## src/hdl/svm_pkg.sv

```systemverilog
package svm_pkg;

	// ----------------------------------------------------------------
	// Register map
	// ----------------------------------------------------------------
	localparam int unsigned ADDR_W         = 12;
	localparam logic [11:0] OFF_STATUS     = 12'h000;
	localparam logic [11:0] OFF_CONFIG     = 12'h004;
	localparam logic [11:0] OFF_EVT_STATUS = 12'h008;
	localparam logic [11:0] OFF_EVT_MASK   = 12'h00C;

	// ----------------------------------------------------------------
	// Monitor status register fields
	// ----------------------------------------------------------------
	localparam int unsigned ST_IND_BIT  = 7;
	localparam int unsigned ST_IE_BIT   = 2;
	localparam int unsigned ST_FLAG_BIT = 1;
	localparam int unsigned ST_ACK_BIT  = 0;

	// ----------------------------------------------------------------
	// Configuration register fields and reset values
	// ----------------------------------------------------------------
	localparam int unsigned CFG_PWR_DIS_BIT  = 0;
	localparam int unsigned CFG_RST_DIS_BIT  = 1;
	localparam int unsigned CFG_STOP_EN_BIT  = 2;
	localparam int unsigned CFG_SEL_LSB      = 4;
	localparam int unsigned SEL_W            = 2;
	localparam logic        CFG_PWR_DIS_RST  = 1'h1;
	localparam logic        CFG_RST_DIS_RST  = 1'h0;
	localparam logic        CFG_STOP_EN_RST  = 1'h0;
	localparam logic [1:0]  CFG_SEL_RST      = 2'h1;
	localparam logic [1:0]  LEVEL_5V         = 2'h1;
	localparam logic [1:0]  LEVEL_3V3        = 2'h2;

	// ----------------------------------------------------------------
	// Event status and mask fields
	// ----------------------------------------------------------------
	localparam int unsigned EVT_W          = 2;
	localparam int unsigned EVT_CHANGE_BIT = 0;
	localparam int unsigned EVT_RESET_BIT  = 1;

	// ----------------------------------------------------------------
	// Synchroniser depth
	// ----------------------------------------------------------------
	localparam int unsigned SYNC_STAGES = 2;

	typedef enum logic [1:0] {
		MON_OFF,
		MON_WATCH,
		MON_HOLD
	} svm_mon_t;

	function automatic logic addr_hit(input logic [11:0] addr, input logic [11:0] off);
		addr_hit = (addr[11:2] == off[11:2]);
	endfunction

endpackage

```

## src/hdl/svm_sync.sv

```systemverilog
`timescale 1ns/1ps
module svm_sync #(
	parameter int unsigned WIDTH = 2
) (
	input  wire logic             pclk,
	input  wire logic             presetn,
	input  wire logic [WIDTH-1:0] din,
	output logic      [WIDTH-1:0] dout
);

	typedef struct packed {
		logic [WIDTH-1:0] meta;
		logic [WIDTH-1:0] held;
	} svm_sync_t;

	svm_sync_t s_r;
	svm_sync_t s_nxt;

	if (WIDTH < 1) begin : g_chk
		$error("svm_sync: WIDTH must be at least 1");
	end

	always_comb begin
		s_nxt      = s_r;
		s_nxt.meta = din;
		s_nxt.held = s_r.meta;
	end

	always_ff @(posedge pclk or negedge presetn) begin
		if (!presetn) begin
			s_r <= '0;
		end else begin
			s_r <= s_nxt;
		end
	end

	assign dout = s_r.held;

endmodule

```

## src/hdl/svm_apb_slave.sv

```systemverilog
`timescale 1ns/1ps
module svm_apb_slave #(
	parameter int unsigned ADDR_W = svm_pkg::ADDR_W
) (
	input  wire logic              pclk,
	input  wire logic              presetn,
	input  wire logic              psel,
	input  wire logic              penable,
	input  wire logic              pwrite,
	input  wire logic [ADDR_W-1:0] paddr,
	input  wire logic [31:0]       rd_data,
	input  wire logic              addr_ok,
	output logic                   wr_en,
	output logic                   pready,
	output logic      [31:0]       prdata,
	output logic                   pslverr
);

	typedef struct packed {
		logic        ready;
		logic [31:0] rdata;
		logic        err;
	} svm_apb_t;

	svm_apb_t s_r;
	svm_apb_t s_nxt;

	if (ADDR_W < 4) begin : g_chk
		$error("svm_apb_slave: ADDR_W must be at least 4");
	end

	// ----------------------------------------------------------------
	// One wait state: ready rises on the second access cycle
	// ----------------------------------------------------------------
	always_comb begin
		s_nxt       = s_r;
		s_nxt.ready = 1'b0;
		s_nxt.err   = 1'b0;
		s_nxt.rdata = 32'h0000_0000;
		if (psel && penable && !s_r.ready) begin
			s_nxt.ready = 1'b1;
			s_nxt.err   = !addr_ok;
			s_nxt.rdata = (pwrite || !addr_ok) ? 32'h0000_0000 : rd_data;
		end
	end

	always_ff @(posedge pclk or negedge presetn) begin
		if (!presetn) begin
			s_r <= '0;
		end else begin
			s_r <= s_nxt;
		end
	end

	// Write lands on the completing edge only
	assign wr_en   = psel && penable && pwrite && s_r.ready && addr_ok;
	assign pready  = s_r.ready;
	assign prdata  = s_r.rdata;
	assign pslverr = s_r.err;

endmodule

```

## src/hdl/svm_monitor_ctrl.sv

```systemverilog
// How it works
// RULE1: Monitor is off after reset; it runs only once power-disable is cleared.
// RULE2: With reset generation enabled and monitoring on, a falling trip causes chip reset.
// RULE3: Stop-mode enable keeps the monitor running in stop; otherwise it idles there.
// RULE4: A two-bit field selects the 5V or 3.3V falling trip threshold.
// RULE5: Indication is 0 above rising level, 1 below falling level, else held.
// RULE6: Every change of the indication, either direction, sets the change flag.
// RULE7: CPU interrupt is raised while change flag and its enable are both set.
// RULE8: Writing 1 to acknowledge clears the flag; 0 does nothing; it reads 0.
// RULE9: Reset clears enable and flag; enable is read/write, flag read and ack-clear.
// RULE10: Reset beats interrupt on a trip and clears the interrupt enable.
// RULE11: A triggered reset is held until the supply rises above the rising level.
// RULE12: An undervoltage reset also pulls the external active-low reset pin low.
// RULE13: Software wanting interrupts only keeps power-disable 0 and reset-disable 1.
// RULE14: The monitor stays active in wait mode and can wake by reset or interrupt.
// RULE15: With stop enable set it stays active in stop and can wake the chip.
// RULE16: Enabling while already below the 3.3V falling level resets at once.
// RULE17: Software sets the trip level before clearing power-disable.
// RULE18: Comparator outputs are synchronised before any toggle detection.
//
// The implementer's own choices: the APB slave port and the address map.
`timescale 1ns/1ps
module svm_monitor_ctrl #(
	parameter int unsigned ADDR_W = svm_pkg::ADDR_W
) (
	input  wire logic              pclk,
	input  wire logic              presetn,
	input  wire logic              psel,
	input  wire logic              penable,
	input  wire logic              pwrite,
	input  wire logic [ADDR_W-1:0] paddr,
	input  wire logic [31:0]       pwdata,
	output logic                   pready,
	output logic      [31:0]       prdata,
	output logic                   pslverr,
	input  wire logic              cmp_below_falling,
	input  wire logic              cmp_above_rising,
	input  wire logic              wait_mode,
	input  wire logic              stop_mode,
	output logic                   cmp_enable,
	output logic      [1:0]        cmp_level_sel,
	output logic                   chip_reset_req,
	output logic                   ext_reset_n,
	output logic                   cpu_irq,
	output logic                   irq,
	output logic                   wake_req
);

	// ----------------------------------------------------------------
	// State
	// ----------------------------------------------------------------
	typedef struct packed {
		svm_pkg::svm_mon_t               state;
		logic                            ind;
		logic                            flag;
		logic                            ie;
		logic                            pwr_dis;
		logic                            rst_dis;
		logic                            stop_en;
		logic [svm_pkg::SEL_W-1:0]       sel;
		logic [svm_pkg::SYNC_STAGES-1:0] warm;
		logic [svm_pkg::EVT_W-1:0]       evt;
		logic [svm_pkg::EVT_W-1:0]       mask;
		logic                            cmp_en;
		logic                            chip_rst;
		logic                            ext_rst_n;
		logic                            cpu_irq;
		logic                            irq;
		logic                            wake;
	} svm_state_t;

	svm_state_t s_r;
	svm_state_t s_nxt;

	logic [1:0]  cmp_sync;
	logic        below;
	logic        above;
	logic        wr_en;
	logic        addr_ok;
	logic [31:0] rd_data;
	logic [11:0] addr;
	logic [3:0]  rsel;

	if (ADDR_W > 12 || ADDR_W < 4) begin : g_chk
		$error("svm_monitor_ctrl: ADDR_W must lie between 4 and 12");
	end

	if (svm_pkg::SYNC_STAGES < 2) begin : g_sync_chk
		$error("svm_monitor_ctrl: SYNC_STAGES must be at least 2");
	end

	// ----------------------------------------------------------------
	// Helpers
	// ----------------------------------------------------------------
	function automatic logic [3:0] reg_sel(input logic [11:0] a);
		reg_sel = 4'h0;
		if (svm_pkg::addr_hit(a, svm_pkg::OFF_STATUS)) begin
			reg_sel = 4'h1;
		end else if (svm_pkg::addr_hit(a, svm_pkg::OFF_CONFIG)) begin
			reg_sel = 4'h2;
		end else if (svm_pkg::addr_hit(a, svm_pkg::OFF_EVT_STATUS)) begin
			reg_sel = 4'h4;
		end else if (svm_pkg::addr_hit(a, svm_pkg::OFF_EVT_MASK)) begin
			reg_sel = 4'h8;
		end
	endfunction

	// Sticky bit: a set in the clearing cycle wins
	function automatic logic sticky_bit(input logic cur, input logic clr, input logic set);
		sticky_bit = (cur && !clr) || set;
	endfunction

	assign addr = {{(12 - ADDR_W){1'b0}}, paddr};
	assign rsel = reg_sel(addr);

	// ----------------------------------------------------------------
	// Comparator synchronisation
	// ----------------------------------------------------------------
	svm_sync #(
		.WIDTH (2)
	) u_sync (
		.pclk    (pclk),
		.presetn (presetn),
		.din     ({cmp_above_rising, cmp_below_falling}),
		.dout    (cmp_sync)
	);

	assign below = cmp_sync[0]; // RULE18
	assign above = cmp_sync[1]; // RULE18

	// ----------------------------------------------------------------
	// Bus slave
	// ----------------------------------------------------------------
	svm_apb_slave #(
		.ADDR_W (ADDR_W)
	) u_apb (
		.pclk    (pclk),
		.presetn (presetn),
		.psel    (psel),
		.penable (penable),
		.pwrite  (pwrite),
		.paddr   (paddr),
		.rd_data (rd_data),
		.addr_ok (addr_ok),
		.wr_en   (wr_en),
		.pready  (pready),
		.prdata  (prdata),
		.pslverr (pslverr)
	);

	// ----------------------------------------------------------------
	// Read decode
	// ----------------------------------------------------------------
	always_comb begin
		rd_data = 32'h0000_0000;
		addr_ok = 1'b1;
		if (rsel[0]) begin
			rd_data[svm_pkg::ST_IND_BIT]  = s_r.ind;
			rd_data[svm_pkg::ST_IE_BIT]   = s_r.ie;
			rd_data[svm_pkg::ST_FLAG_BIT] = s_r.flag;
			rd_data[svm_pkg::ST_ACK_BIT]  = 1'b0; // RULE8
		end else if (rsel[1]) begin
			rd_data[svm_pkg::CFG_PWR_DIS_BIT] = s_r.pwr_dis;
			rd_data[svm_pkg::CFG_RST_DIS_BIT] = s_r.rst_dis;
			rd_data[svm_pkg::CFG_STOP_EN_BIT] = s_r.stop_en;
			rd_data[svm_pkg::CFG_SEL_LSB +: svm_pkg::SEL_W] = s_r.sel;
		end else if (rsel[2]) begin
			rd_data[svm_pkg::EVT_W-1:0] = s_r.evt;
		end else if (rsel[3]) begin
			rd_data[svm_pkg::EVT_W-1:0] = s_r.mask;
		end else begin
			addr_ok = 1'b0;
		end
	end

	// ----------------------------------------------------------------
	// Next state
	// ----------------------------------------------------------------
	always_comb begin
		logic                      active;
		logic                      ack;
		logic                      toggle;
		logic                      hold;
		logic                      trip;
		logic                      sense;
		logic [svm_pkg::EVT_W-1:0] evt_clr;
		logic [svm_pkg::EVT_W-1:0] evt_set;

		active  = 1'b0;
		ack     = 1'b0;
		toggle  = 1'b0;
		hold    = 1'b0;
		trip    = 1'b0;
		sense   = 1'b0;
		evt_clr = '0;
		evt_set = '0;
		s_nxt   = s_r;

		// Register writes
		if (wr_en) begin
			if (rsel[0]) begin
				s_nxt.ie = pwdata[svm_pkg::ST_IE_BIT]; // RULE9
				ack      = pwdata[svm_pkg::ST_ACK_BIT]; // RULE8
			end else if (rsel[1]) begin
				s_nxt.pwr_dis = pwdata[svm_pkg::CFG_PWR_DIS_BIT];
				s_nxt.rst_dis = pwdata[svm_pkg::CFG_RST_DIS_BIT];
				s_nxt.stop_en = pwdata[svm_pkg::CFG_STOP_EN_BIT];
				s_nxt.sel     = pwdata[svm_pkg::CFG_SEL_LSB +: svm_pkg::SEL_W]; // RULE4
			end else if (rsel[2]) begin
				evt_clr = pwdata[svm_pkg::EVT_W-1:0];
			end else if (rsel[3]) begin
				s_nxt.mask = pwdata[svm_pkg::EVT_W-1:0];
			end
		end

		// Monitor runs unless powered down, and in stop only when allowed
		active = !s_r.pwr_dis && (!stop_mode || s_r.stop_en); // RULE1 RULE3 RULE14 RULE15

		// A freshly powered comparator still shows its off-state output in the
		// synchroniser, so its result is trusted only once that has drained
		if (s_r.cmp_en) begin
			s_nxt.warm = {s_r.warm[svm_pkg::SYNC_STAGES-2:0], 1'b1}; // RULE18
		end else begin
			s_nxt.warm = '0;
		end
		sense = active && s_r.warm[svm_pkg::SYNC_STAGES-1]; // RULE18

		// Indication with hysteresis
		if (sense) begin
			if (below) begin
				s_nxt.ind = 1'b1; // RULE5
			end else if (above) begin
				s_nxt.ind = 1'b0; // RULE5
			end
		end
		toggle = (s_nxt.ind != s_r.ind); // RULE6

		// Change flag: a toggle in the acknowledge cycle still sets it
		s_nxt.flag = sticky_bit(s_r.flag, ack, toggle); // RULE6 RULE8

		// Reset generation
		trip = sense && !s_r.rst_dis && below; // RULE2 RULE16
		case (s_r.state)
			svm_pkg::MON_OFF: begin
				if (trip) begin
					s_nxt.state = svm_pkg::MON_HOLD; // RULE16
				end else if (active) begin
					s_nxt.state = svm_pkg::MON_WATCH;
				end
			end
			svm_pkg::MON_WATCH: begin
				if (trip) begin
					s_nxt.state = svm_pkg::MON_HOLD; // RULE2
				end else if (!active) begin
					s_nxt.state = svm_pkg::MON_OFF;
				end
			end
			svm_pkg::MON_HOLD: begin
				if (above && s_r.warm[svm_pkg::SYNC_STAGES-1]) begin
					s_nxt.state = active ? svm_pkg::MON_WATCH : svm_pkg::MON_OFF; // RULE11
				end
			end
			default: begin
				s_nxt.state = svm_pkg::MON_OFF;
			end
		endcase
		hold = (s_nxt.state == svm_pkg::MON_HOLD);

		// Reset wins over interrupt
		if (hold) begin
			s_nxt.ie = 1'b0; // RULE10
		end

		// Sticky events, set wins over clear
		evt_set[svm_pkg::EVT_CHANGE_BIT] = toggle;
		evt_set[svm_pkg::EVT_RESET_BIT]  = hold && (s_r.state != svm_pkg::MON_HOLD);
		for (int i = 0; i < svm_pkg::EVT_W; i++) begin
			s_nxt.evt[i] = sticky_bit(s_r.evt[i], evt_clr[i], evt_set[i]);
		end

		// Outputs
		// Comparator stays powered while holding so that the release can be seen
		s_nxt.cmp_en    = active || hold; // RULE11
		s_nxt.chip_rst  = hold; // RULE2 RULE11
		s_nxt.ext_rst_n = !hold; // RULE12
		s_nxt.cpu_irq   = s_nxt.flag && s_nxt.ie && !hold; // RULE7 RULE10
		s_nxt.irq       = |(s_nxt.evt & s_nxt.mask);
		s_nxt.wake      = (wait_mode || stop_mode) && (s_nxt.cpu_irq || hold); // RULE14 RULE15
	end

	// ----------------------------------------------------------------
	// State register
	// ----------------------------------------------------------------
	always_ff @(posedge pclk or negedge presetn) begin
		if (!presetn) begin
			s_r.state     <= svm_pkg::MON_OFF;
			s_r.ind       <= 1'b0; // RULE5
			s_r.flag      <= 1'b0; // RULE9
			s_r.ie        <= 1'b0; // RULE9
			s_r.pwr_dis   <= svm_pkg::CFG_PWR_DIS_RST; // RULE1
			s_r.rst_dis   <= svm_pkg::CFG_RST_DIS_RST;
			s_r.stop_en   <= svm_pkg::CFG_STOP_EN_RST;
			s_r.sel       <= svm_pkg::CFG_SEL_RST;
			s_r.evt       <= '0;
			s_r.mask      <= '0;
			s_r.warm      <= '0;
			s_r.cmp_en    <= 1'b0;
			s_r.chip_rst  <= 1'b0;
			s_r.ext_rst_n <= 1'b1;
			s_r.cpu_irq   <= 1'b0;
			s_r.irq       <= 1'b0;
			s_r.wake      <= 1'b0;
		end else begin
			s_r <= s_nxt;
		end
	end

	// ----------------------------------------------------------------
	// Outputs
	// ----------------------------------------------------------------
	assign cmp_enable     = s_r.cmp_en;
	assign cmp_level_sel  = s_r.sel;
	assign chip_reset_req = s_r.chip_rst;
	assign ext_reset_n    = s_r.ext_rst_n;
	assign cpu_irq        = s_r.cpu_irq;
	assign irq            = s_r.irq;
	assign wake_req       = s_r.wake;

endmodule

```

## config.mk

```make
export PLATFORM = sky130hd
export DESIGN_NAME = svm_monitor_ctrl
export DESIGN_NICKNAME = d
export VERILOG_FILES = /design/src/hdl/svm_pkg.sv /design/src/hdl/svm_sync.sv /design/src/hdl/svm_apb_slave.sv /design/src/hdl/svm_monitor_ctrl.sv
export SDC_FILE = /design/constraint.sdc
export NUM_CORES = 1
export LEC_CHECK = 0
export ABC_AREA = 1
export ABC_CLOCK_PERIOD_IN_PS = 2900
export BUFFER_PORTS_ARGS = -buffer_cell sky130_fd_sc_hd__clkbuf_2
export CAP_MARGIN = 30
export CORE_AREA = 8 8 68 70
export CTS_CLUSTER_SIZE = 24
export DETAILED_ROUTE_END_ITERATION = 8
export DIE_AREA = 0 0 76 78
export PLACE_DENSITY = 0.83
export RECOVER_POWER = 100
export SYNTH_ARGS = -nofsm -noshare
export SYNTH_HDL_FRONTEND = slang
export SYNTH_SLANG_ARGS = --single-unit
```

## constraint.sdc

```tcl
create_clock -name pclk -period 2.9 [get_ports pclk]
set_input_delay 0.29 -clock pclk [delete_from_list [all_inputs] [get_ports pclk]]
set_output_delay 0.29 -clock pclk [all_outputs]
set_load 0.01 [all_outputs]
```

# ---- After elaboration in Yosys (flattened, before gate mapping)
# Index checks and enable logic that the tools add are counted.
dict set report totals {
  input_bits 53
  ff_bits 60
  elab_cells 115
}
dict set report op_classes {
  bitwise 2
  n_reduce_logical 38
  eq_ne 8
  n_mux 45
}
# operator n
set op_table {}
lappend op_table {{2-bit two-way mux} 20}
lappend op_table {{34-bit two-way mux} 1}
lappend op_table {{10-bit by 2-bit == test with 1-bit output (second input constant)} 2}
lappend op_table {{1-bit logical AND} 17}
lappend op_table {{4-bit two-way mux} 4}
lappend op_table {{1-bit two-way mux} 14}
lappend op_table {{10-bit by 1-bit == test with 1-bit output (second input constant)} 1}
lappend op_table {{10-bit logical NOT} 1}
lappend op_table {{5-bit two-way mux} 2}
lappend op_table {{1-bit logical NOT} 9}
lappend op_table {{1-bit logical OR} 8}
lappend op_table {{8-bit two-way mux} 1}
lappend op_table {{6-bit two-way mux} 1}
lappend op_table {{2-bit case mux with 3 select lines} 1}
lappend op_table {{2-bit == test (second input constant)} 2}
lappend op_table {{3-bit two-way mux} 1}
lappend op_table {{3-bit AND reduction} 1}
lappend op_table {{2-bit AND} 1}
lappend op_table {{2-bit by 1-bit == test with 1-bit output (second input constant)} 1}
lappend op_table {{2-bit logical NOT} 1}
lappend op_table {{2-bit != test (second input constant)} 1}
lappend op_table {{2-bit OR reduction} 1}
lappend op_table {{1-bit != test} 1}
lappend op_table {{1-bit inverter} 1}

# ---- Longest topological paths before layout
# Gate-level depths: netlist (run 1).
dict set report logic_depth {
  word_depth 18
  mapped_depth 10
  mapped_depth_nobuf 10
}

# ---- By module
# A second synthesis (run 1) with hierarchy kept.
dict set report hier_totals {
  cells_unflattened 254
  hier_area_um2 2519.9
}
# mod instances area_each_um2 seq_area_each_um2 cells_per_inst
set modules_own_cells {}
lappend modules_own_cells {svm_apb_slave 1 1268.7 850.8 116}
lappend modules_own_cells {svm_monitor_ctrl 1 1151.1 554.3 134}
lappend modules_own_cells {svm_sync 1 100.1 100.1 4}

# ---- Least setup slack after synthesis (run 1)
# OpenSTA, ideal clock, no wires.
dict set report synth_path {
  path_kind {reg2reg}
  startpoint {register s_r[16] (netlist name)}
  endpoint {register s_r (netlist bit wake_req)}
  required_time_ns 2.782
  setup_slack_ns 1.629
  setup_ns 0.118
  period_less_slack_ns 1.271
  arrival_time_ns 1.153
  path_stages_with_launch 8
  path_cell_list {dfstp_2 a21oi_2 inv_2 nor2_2 o21ai_0 nand2_1 a21oi_1 nor2_1}
}
# item line
set synth_rtl {}
lappend synth_rtl {{start: declaration} svm_monitor_ctrl.sv:72} ;# svm_state_t s_r;
lappend synth_rtl {{start signal: assignment} svm_monitor_ctrl.sv:314} ;# s_r <= s_nxt;

==> summary.md, run 1 <==
| Metric | Value |
|---|---|
| Status | `finished with violations` |
| Failing checks | `capacitance limit, slew limit` |
| Cell Int Power | `0.769 mW` |
| Final setup vio count | `0` |
| Layout Nets | `around 280` |
| Unrepaired setup endpoints after global routing | `no` |
| End point of the critical path | `wake_req` |
| Count leader, synth | `nand2_1` |
| DRT iter0 DRCs | `62` |
| Multi-input logic area | `about 530 µm²` |
| Clock sinks | `34` |
| Cells after Synth | `approximately 190` |
| CP Data Arrival Time | `about 1.8 ns` |
| GR Util met2 | `0.179` |
| Vias in the first global route | `around 1200` |
| Num CTS Buffers | `5` |
| Final Hold Viols | `0` |
| Post-synth ARST share | `1.00` |
| Actual slew at the worst max-slew pin | `approximately 1.7 ns` |
| Post-detail-place hpwl | `roughly 2400 µm` |
| Max cap viols | `1` |
| CP Capture Type | `flop` |
| Seq/Total Area, Yosys | `0.523` |
| Fin. max-slew vios | `35` |
| Total leakage power | `0.982 nW` |
| Layout area overhead | `10.3%` |
| Initial antenna violation count | `0` |
| R2R depth | `10` |
| Req. time, crit path | `about 3.2 ns` |
| Initial Util | `0.460` |
| Clk slew on worst S/H paths | `0.11 ns` |
| Crit path kind | `reg2reg` |
| First-pass GRT wire length | `5330 µm` |
| Yosys warns | `0` |
| Clock Skew | `0.0145 ns` |
| Synthesized cell area | `1630 µm²` |
| EDFF count, synth | `0` |
| Setup TNS Final | `0 ns` |
| Post-CTS resize count | `0` |
| Synth top area share | `0.475` |
| Final ANT Viol Nets | `0` |
| Die footprint | `just under 6000 µm²` |
| Die width | `around 76 µm` |
| Yosys reg bits | `34` |
| Sequential share of power | `0.519` |
| Met1 Use GR | `0.109` |
| R2r setup slk | `1.35 ns` |
| Final RePlAce weighted congestion | `about 0.86` |
| Post-synthesis average cell area | `8.65 µm²` |
| Met3 Track Usage GR | `0.0714` |
| Global Route Usage Sum | `0.111` |
| Synth area leaders | `dfrtp_1 (47%), buf_4 (13%), nand2_1 (9.0%), inv_1 (5.5%), dfstp_2 (4.8%)` |
| Die Height | `78 µm` |
| Synth area leader | `dfrtp_1` |
| Worst Path Max Fanout | `5` |
| Rel. slew slack | `-0.137` |
| Drt pass-1 iters | `5` |
| Net Sw Frac | `0.285` |
| Num ports | `95` |
| Post-Route WL | `3060 µm` |
| Fill count | `350` |
| Post-CTS setup buffers | `0` |
| Minimum clock period | `between 1.5 and 2 ns` |
| Ant. Diodes | `0` |
| Total congestion overflow | `0` |
| Combinational Power Share | `0.169` |
| Critical R2R Capture | `wake_req` |
| Net switching power | `between 0.3 and 0.4 mW` |
| Max VDD drop | `~0.4 mV` |
| Share of layout cells above drive strength 1 | `0.156` |
| Wire length per cell | `around 11 µm` |
| Core Region | `3550 µm²` |
| Worst setup startpoint | `s_r[14]` |
| Clk network pwr share | `0.312` |
| Most Crowded Layer GR | `met2` |
| HP Class | `in2reg` |
| Clk buf depth | `2` |
| Clock insertion delay at the later pin of the skew report | `0.35 ns` |
| Largest net degree at the start of global routing | `35` |
| Pwr per Cell Area | `between 500 and 600 nW/µm²` |
| Top cells by count, synth | `nand2_1 (39), dfrtp_1 (31), buf_4 (28), inv_1 (24), nor2_1 (21)` |
| # DRC | `0` |
| Fraction of the cycle the final worst path needs | `0.533` |
| CP startpoint kind | `flop` |
| Vias | `1200` |
| Total power | `approximately 1.1 mW` |
| Detail-routed via count per cell | `4.30` |
| Clk root buf | `clkbuf_4` |
| CTS tree | `done` |
| Ys flop type | `dfrtp_1` |
| # rows | `22` |
| CTS Hold Buffers Added | `0` |
| Dpl ws | `about 1.3 ns` |
| Reg-to-Reg Start | `s_r[14]` |
| Register Area | `around 850 µm²` |
| Input/output buffers | `39` |
| Final setup margin | `between 1 and 1.5 ns` |
| H-tree depth | `2` |
| Cell variety after synth | `25` |
| Maximum clock frequency | `~650 MHz` |
[cell families (layout without fill, tap and decap cells)]
family | count (synthesis) | in the layout | share of synthesized area
buffers and inverters | 57 | 74 | 0.201
other | 1 | 26 | 0.00229
AND/OR/NAND/NOR | 78 | 78 | 0.210
flip-flops | 34 | 34 | 0.523
AO/OA/AOI/OAI | 19 | 19 | 0.0643
[critical path, cell delays in order (launching register included)]
cell and delay (ns):
dfrtp_1 0.39, inv_1 0.05, a21oi_1 0.18, clkinv_1 0.14, nor2_1 0.18, nand2_1 0.07
nand2_1 0.10, nand2_1 0.13, inv_1 0.12, a21oi_1 0.05, nor2_1 0.08
[layer usage]
metal | wire length [µm] | up-vias | share of wire
li1 | - | 610 | -
met1 | 1230 | 536 | 0.40
met2 | 1430 | 49 | 0.47
met3 | 335 | 5 | 0.11
met4 | 59 | 0 | 0.019
met5 | 0 | - | 0
[through the flow]
stage	hold WS (ns)	util	cells	area, µm²
2_1_floorplan	-0.00559	-	214	1730
3_3_place_gp	0.332	0.495	271	1760
3_5_place_dp	0.337	0.495	271	1760
4_1_cts	0.0242	0.517	279	1830
5_1_grt	0.0106	0.508	279	1800
6_report	0.0488	0.508	279	1800
[how the worst min path moves through the flow]
stage                            endpoint  cells past startpoint               from
after floorplan            chip_reset_req                      0            presetn
after global placement     u_sync.dout[1]                      0    u_sync.s_nxt[1]
after detailed placement   u_sync.dout[0]                      0    u_sync.s_nxt[0]
after CTS                        wake_req                      1            presetn
after global routing      u_sync.s_nxt[0]                      1  cmp_below_falling
final                     u_sync.s_nxt[1]                      1   cmp_above_rising
[registers in the layout, summed over array words and instances (netlist names), 2 cells and up]
signal         count
cmp_level_sel      2
s_r               14
u_apb.prdata       6
u_sync.dout        2
u_sync.s_nxt       2
[power by group through the flow]
stage | Clock, mW | Sequential (mW) | Combinational (mW)
floorplan | 0 | 0.578 | 0.136
detailed placement | 0 | 0.568 | 0.196
global placement | 0 | 0.567 | 0.193
finish | 0.336 | 0.559 | 0.181
CTS | 0.348 | 0.560 | 0.197
global route | 0.369 | 0.567 | 0.215
[placed cells by master, fill, tap and decap left out, types with 5 or more instances in the layout]
| cell type | synthesis | final |
|---|---|---|
| clkbuf_1 | 0 | 16 |
| nand2_1 | 39 | 40 |
| inv_1 | 24 | 25 |
| a21oi_1 | 5 | 6 |
| clkbuf_4 | 0 | 5 |
| o21ai_0 | 8 | 10 |
| dfrtp_1 | 31 | 31 |
| clkbuf_2 | 0 | 23 |
| nor2_1 | 21 | 23 |
| conb_1 | 1 | 26 |
[cell type report]
| type | instances | share of cell area |
|---|---|---|
| sequential | 34 | 0.474 |
| multi-input combinational | 123 | 0.296 |
| timing repair buffer | 39 | 0.0972 |
| inverter | 27 | 0.0562 |
| tap | 48 | 0.0333 |
| clock inverter | 3 | 0.0222 |
| clock buffer | 5 | 0.0208 |
No activity file was read; power rests on OpenSTA's default activity.
==> run 2, diff against run 1 <==
--- a/config.mk
+++ b/config.mk
@@ -6,14 +6,14 @@
 export NUM_CORES = 1
 export LEC_CHECK = 0
 export ABC_AREA = 1
-export ABC_CLOCK_PERIOD_IN_PS = 2900
+export ABC_CLOCK_PERIOD_IN_PS = 1300
 export BUFFER_PORTS_ARGS = -buffer_cell sky130_fd_sc_hd__clkbuf_2
 export CAP_MARGIN = 30
-export CORE_AREA = 8 8 68 70
+export CORE_AREA = 8 8 74 76
 export CTS_CLUSTER_SIZE = 24
 export DETAILED_ROUTE_END_ITERATION = 8
-export DIE_AREA = 0 0 76 78
-export PLACE_DENSITY = 0.83
+export DIE_AREA = 0 0 82 84
+export PLACE_DENSITY = 0.73
 export RECOVER_POWER = 100
 export SYNTH_ARGS = -nofsm -noshare
 export SYNTH_HDL_FRONTEND = slang
==> constraint.sdc (replaced) <==
create_clock -name pclk -period 1.3 [get_ports pclk]
set_input_delay 0.13 -clock pclk [delete_from_list [all_inputs] [get_ports pclk]]
set_output_delay 0.13 -clock pclk [all_outputs]
set_load 0.01 [all_outputs]
==> run 2 against run 1 <==
  * The flow finishes with violations (setup timing)
  * Cell count grew 9.3%
  * Die area rose by 16%
  * Core utilization shrank 1.4 points
  * Clock skew fell by 0.0064 ns
  * Via count is 10% higher
  * Fmax rose by 18%
  * Setup slack got worse by 1.4 ns
  * Sequential power up 130%
  * Worst hold slack improved by 0.022 ns
  * Final area rose by 17%
  * Register-to-register slack worse by 1.4 ns
  * Power rose to 2.6 times the previous value
  * Critical path type unchanged
==> summary.md, run 2 (synthesis results as in run 1) <==
| Metric | Value |
|---|---|
| H-tree depth | `2` |
| CTS tree | `done` |
| Minimum clock period | `1.31 ns` |
| Maximum clock frequency | `roughly 760 MHz` |
| Final setup margin | `-0.00981 ns` |
| Num CTS Buffers | `5` |
| Met1 Use GR | `0.112` |
| Core Region | `roughly 4300 µm²` |
| # DRC | `0` |
| Pwr per Cell Area | `approximately 1300 nW/µm²` |
| Detail-routed via count per cell | `about 4.3` |
| Ant. Diodes | `0` |
| Crit path kind | `reg2reg` |
| CP Data Arrival Time | `approximately 1.5 ns` |
| Final Hold Viols | `0` |
| Initial antenna violation count | `0` |
| Wire length per cell | `~12 µm` |
| Die footprint | `~6900 µm²` |
| Vias in the first global route | `1297` |
| Layout area overhead | `28.8%` |
| First-pass GRT wire length | `roughly 5600 µm` |
| Layout Nets | `305` |
| Final RePlAce weighted congestion | `0.854` |
| Clock insertion delay at the later pin of the skew report | `between 0.2 and 0.3 ns` |
| Max VDD drop | `0.618 mV` |
| # rows | `24` |
| Unrepaired setup endpoints after global routing | `yes` |
| Max cap viols | `0` |
| Actual slew at the worst max-slew pin | `between 0.9 and 1 ns` |
| Clock sinks | `34` |
| Met3 Track Usage GR | `0.0474` |
| Initial Util | `0.383` |
| Share of layout cells above drive strength 1 | `0.300` |
| Clk root buf | `clkbuf_8` |
| Global Route Usage Sum | `0.106` |
| Total congestion overflow | `0` |
| Input/output buffers | `39` |
| HP Class | `in2reg` |
| Reg with most FFs | `s_r` |
| Max reg flops | `14` |
| Dpl ws | `-0.0615 ns` |
| Placed cells | `290` |
| CP Capture Type | `flop` |
| Final setup vio count | `2` |
| Final ANT Viol Nets | `0` |
| Final non-filler cell total | `~300` |
| CP startpoint kind | `flop` |
| DRT iter0 DRCs | `between 50 and 60` |
| Clock Skew | `approximately 0.008 ns` |
| Final core utilization | `0.494` |
| Most common cell after layout, fill and taps aside | `nand2_1` |
| Drt pass-1 iters | `4` |
| Die width | `~82 µm` |
| Failing checks | `setup timing` |
| Largest net degree at the start of global routing | `19` |
| Clk slew on worst S/H paths | `about 0.07 ns` |
| Total leakage power | `roughly 1.1 nW` |
| Fraction of the cycle the final worst path needs | `1.01` |
| Post-detail-place hpwl | `approximately 2800 µm` |
| Req. time, crit path | `1.52 ns` |
| Most frequent cells in the layout | `nand2_1 (33), dfrtp_1 (31), conb_1 (26)` |
| Num ports | `95` |
| Vias | `~1300` |
| Clk buf depth | `2` |
| Status | `finished with violations` |
| Setup TNS Final | `-0.0173 ns` |
| Most Crowded Layer GR | `met2` |
| GR Util met2 | `0.172` |
| Post-Route WL | `between 3000 and 4000 µm` |
| Rel. slew slack | `0.361` |
| Worst Path Max Fanout | `3` |
| Fin. max-slew vios | `0` |
| Die Height | `between 80 and 90 µm` |
| Total power | `around 2.8 mW` |
run 2: cell count changes in the layout (fill, tap and decap cells not counted), sizes merged:
cell,delta
inv,+1
buf,+19
dlygate4sd3,+3
clkinv,-1
run 2: final timing paths:
| path | endpoint | cells after the start | startpoint | slack [ns] |
|---|---|---|---|---|
| setup / recovery | irq | 10 | s_r[14] | -0.01 |
| hold / removal | wake_req | 3 | wait_mode | 0.07 |
| setup reg to reg | irq | 10 | s_r[14] | -0.01 |
| hold reg to reg | u_sync.dout[0] | 0 | u_sync.s_nxt[0] | 0.35 |
| max in group asynchronous | cmp_level_sel[0] | 3 | presetn | 0.11 |
| min in group asynchronous | u_apb.prdata[5] | 2 | presetn | 0.50 |
run 2: power breakdown:
part	leakage [nW]	switching, mW	internal, mW
Combinational	0.637	0.362	0.239
Sequential	0.420	0.0649	1.19
Clock	0.0579	0.378	0.564
Total	1.12	0.805	2.00
run 2: cell type report:
cell class / count / area, µm²
Fill cell: 422 / 2160
Sequential cell: 34 / 855
Multi-Input combinational cell: 123 / 607
Timing Repair Buffer: 61 / 368
Inverter: 27 / 101
Clock buffer: 5 / 68.8
Tap cell: 52 / 65.1
Clock inverter: 3 / 40.0
run 2: what timing repair did:
item,4_1_cts,5_1_grt
setup buffers,1,3
setup endpoints to repair,3,14
hold buffers,3,0
resized for setup,3,22
pin swaps,2,4
hold endpoints to repair,16,0
run 2: per-layer routing:
metal / up-vias / part of all wire
li1: 654 / -
met1: 595 / 0.38
met2: 63 / 0.47
met3: 11 / 0.12
met4: 0 / 0.025
met5: - / 0
run 2: stage by stage:
step / hold WS [ns] / area [µm²]
floorplan: -0.166 / 1730
global placement: 0.0910 / 1890
detailed placement: 0.0917 / 1890
CTS: 0.0651 / 2040
global route: 0.0591 / 2100
finish: 0.0703 / 2100
run 2: critical path: stages (launching register included):
cell,delay [ns]
dfrtp_1,0.36
inv_1,0.06
a21oi_2,0.17
inv_2,0.07
nor2_4,0.12
nand2_2,0.08
nand2_4,0.08
nand3b_1,0.09
nand2_1,0.10
nand2_1,0.05
nand2_1,0.06
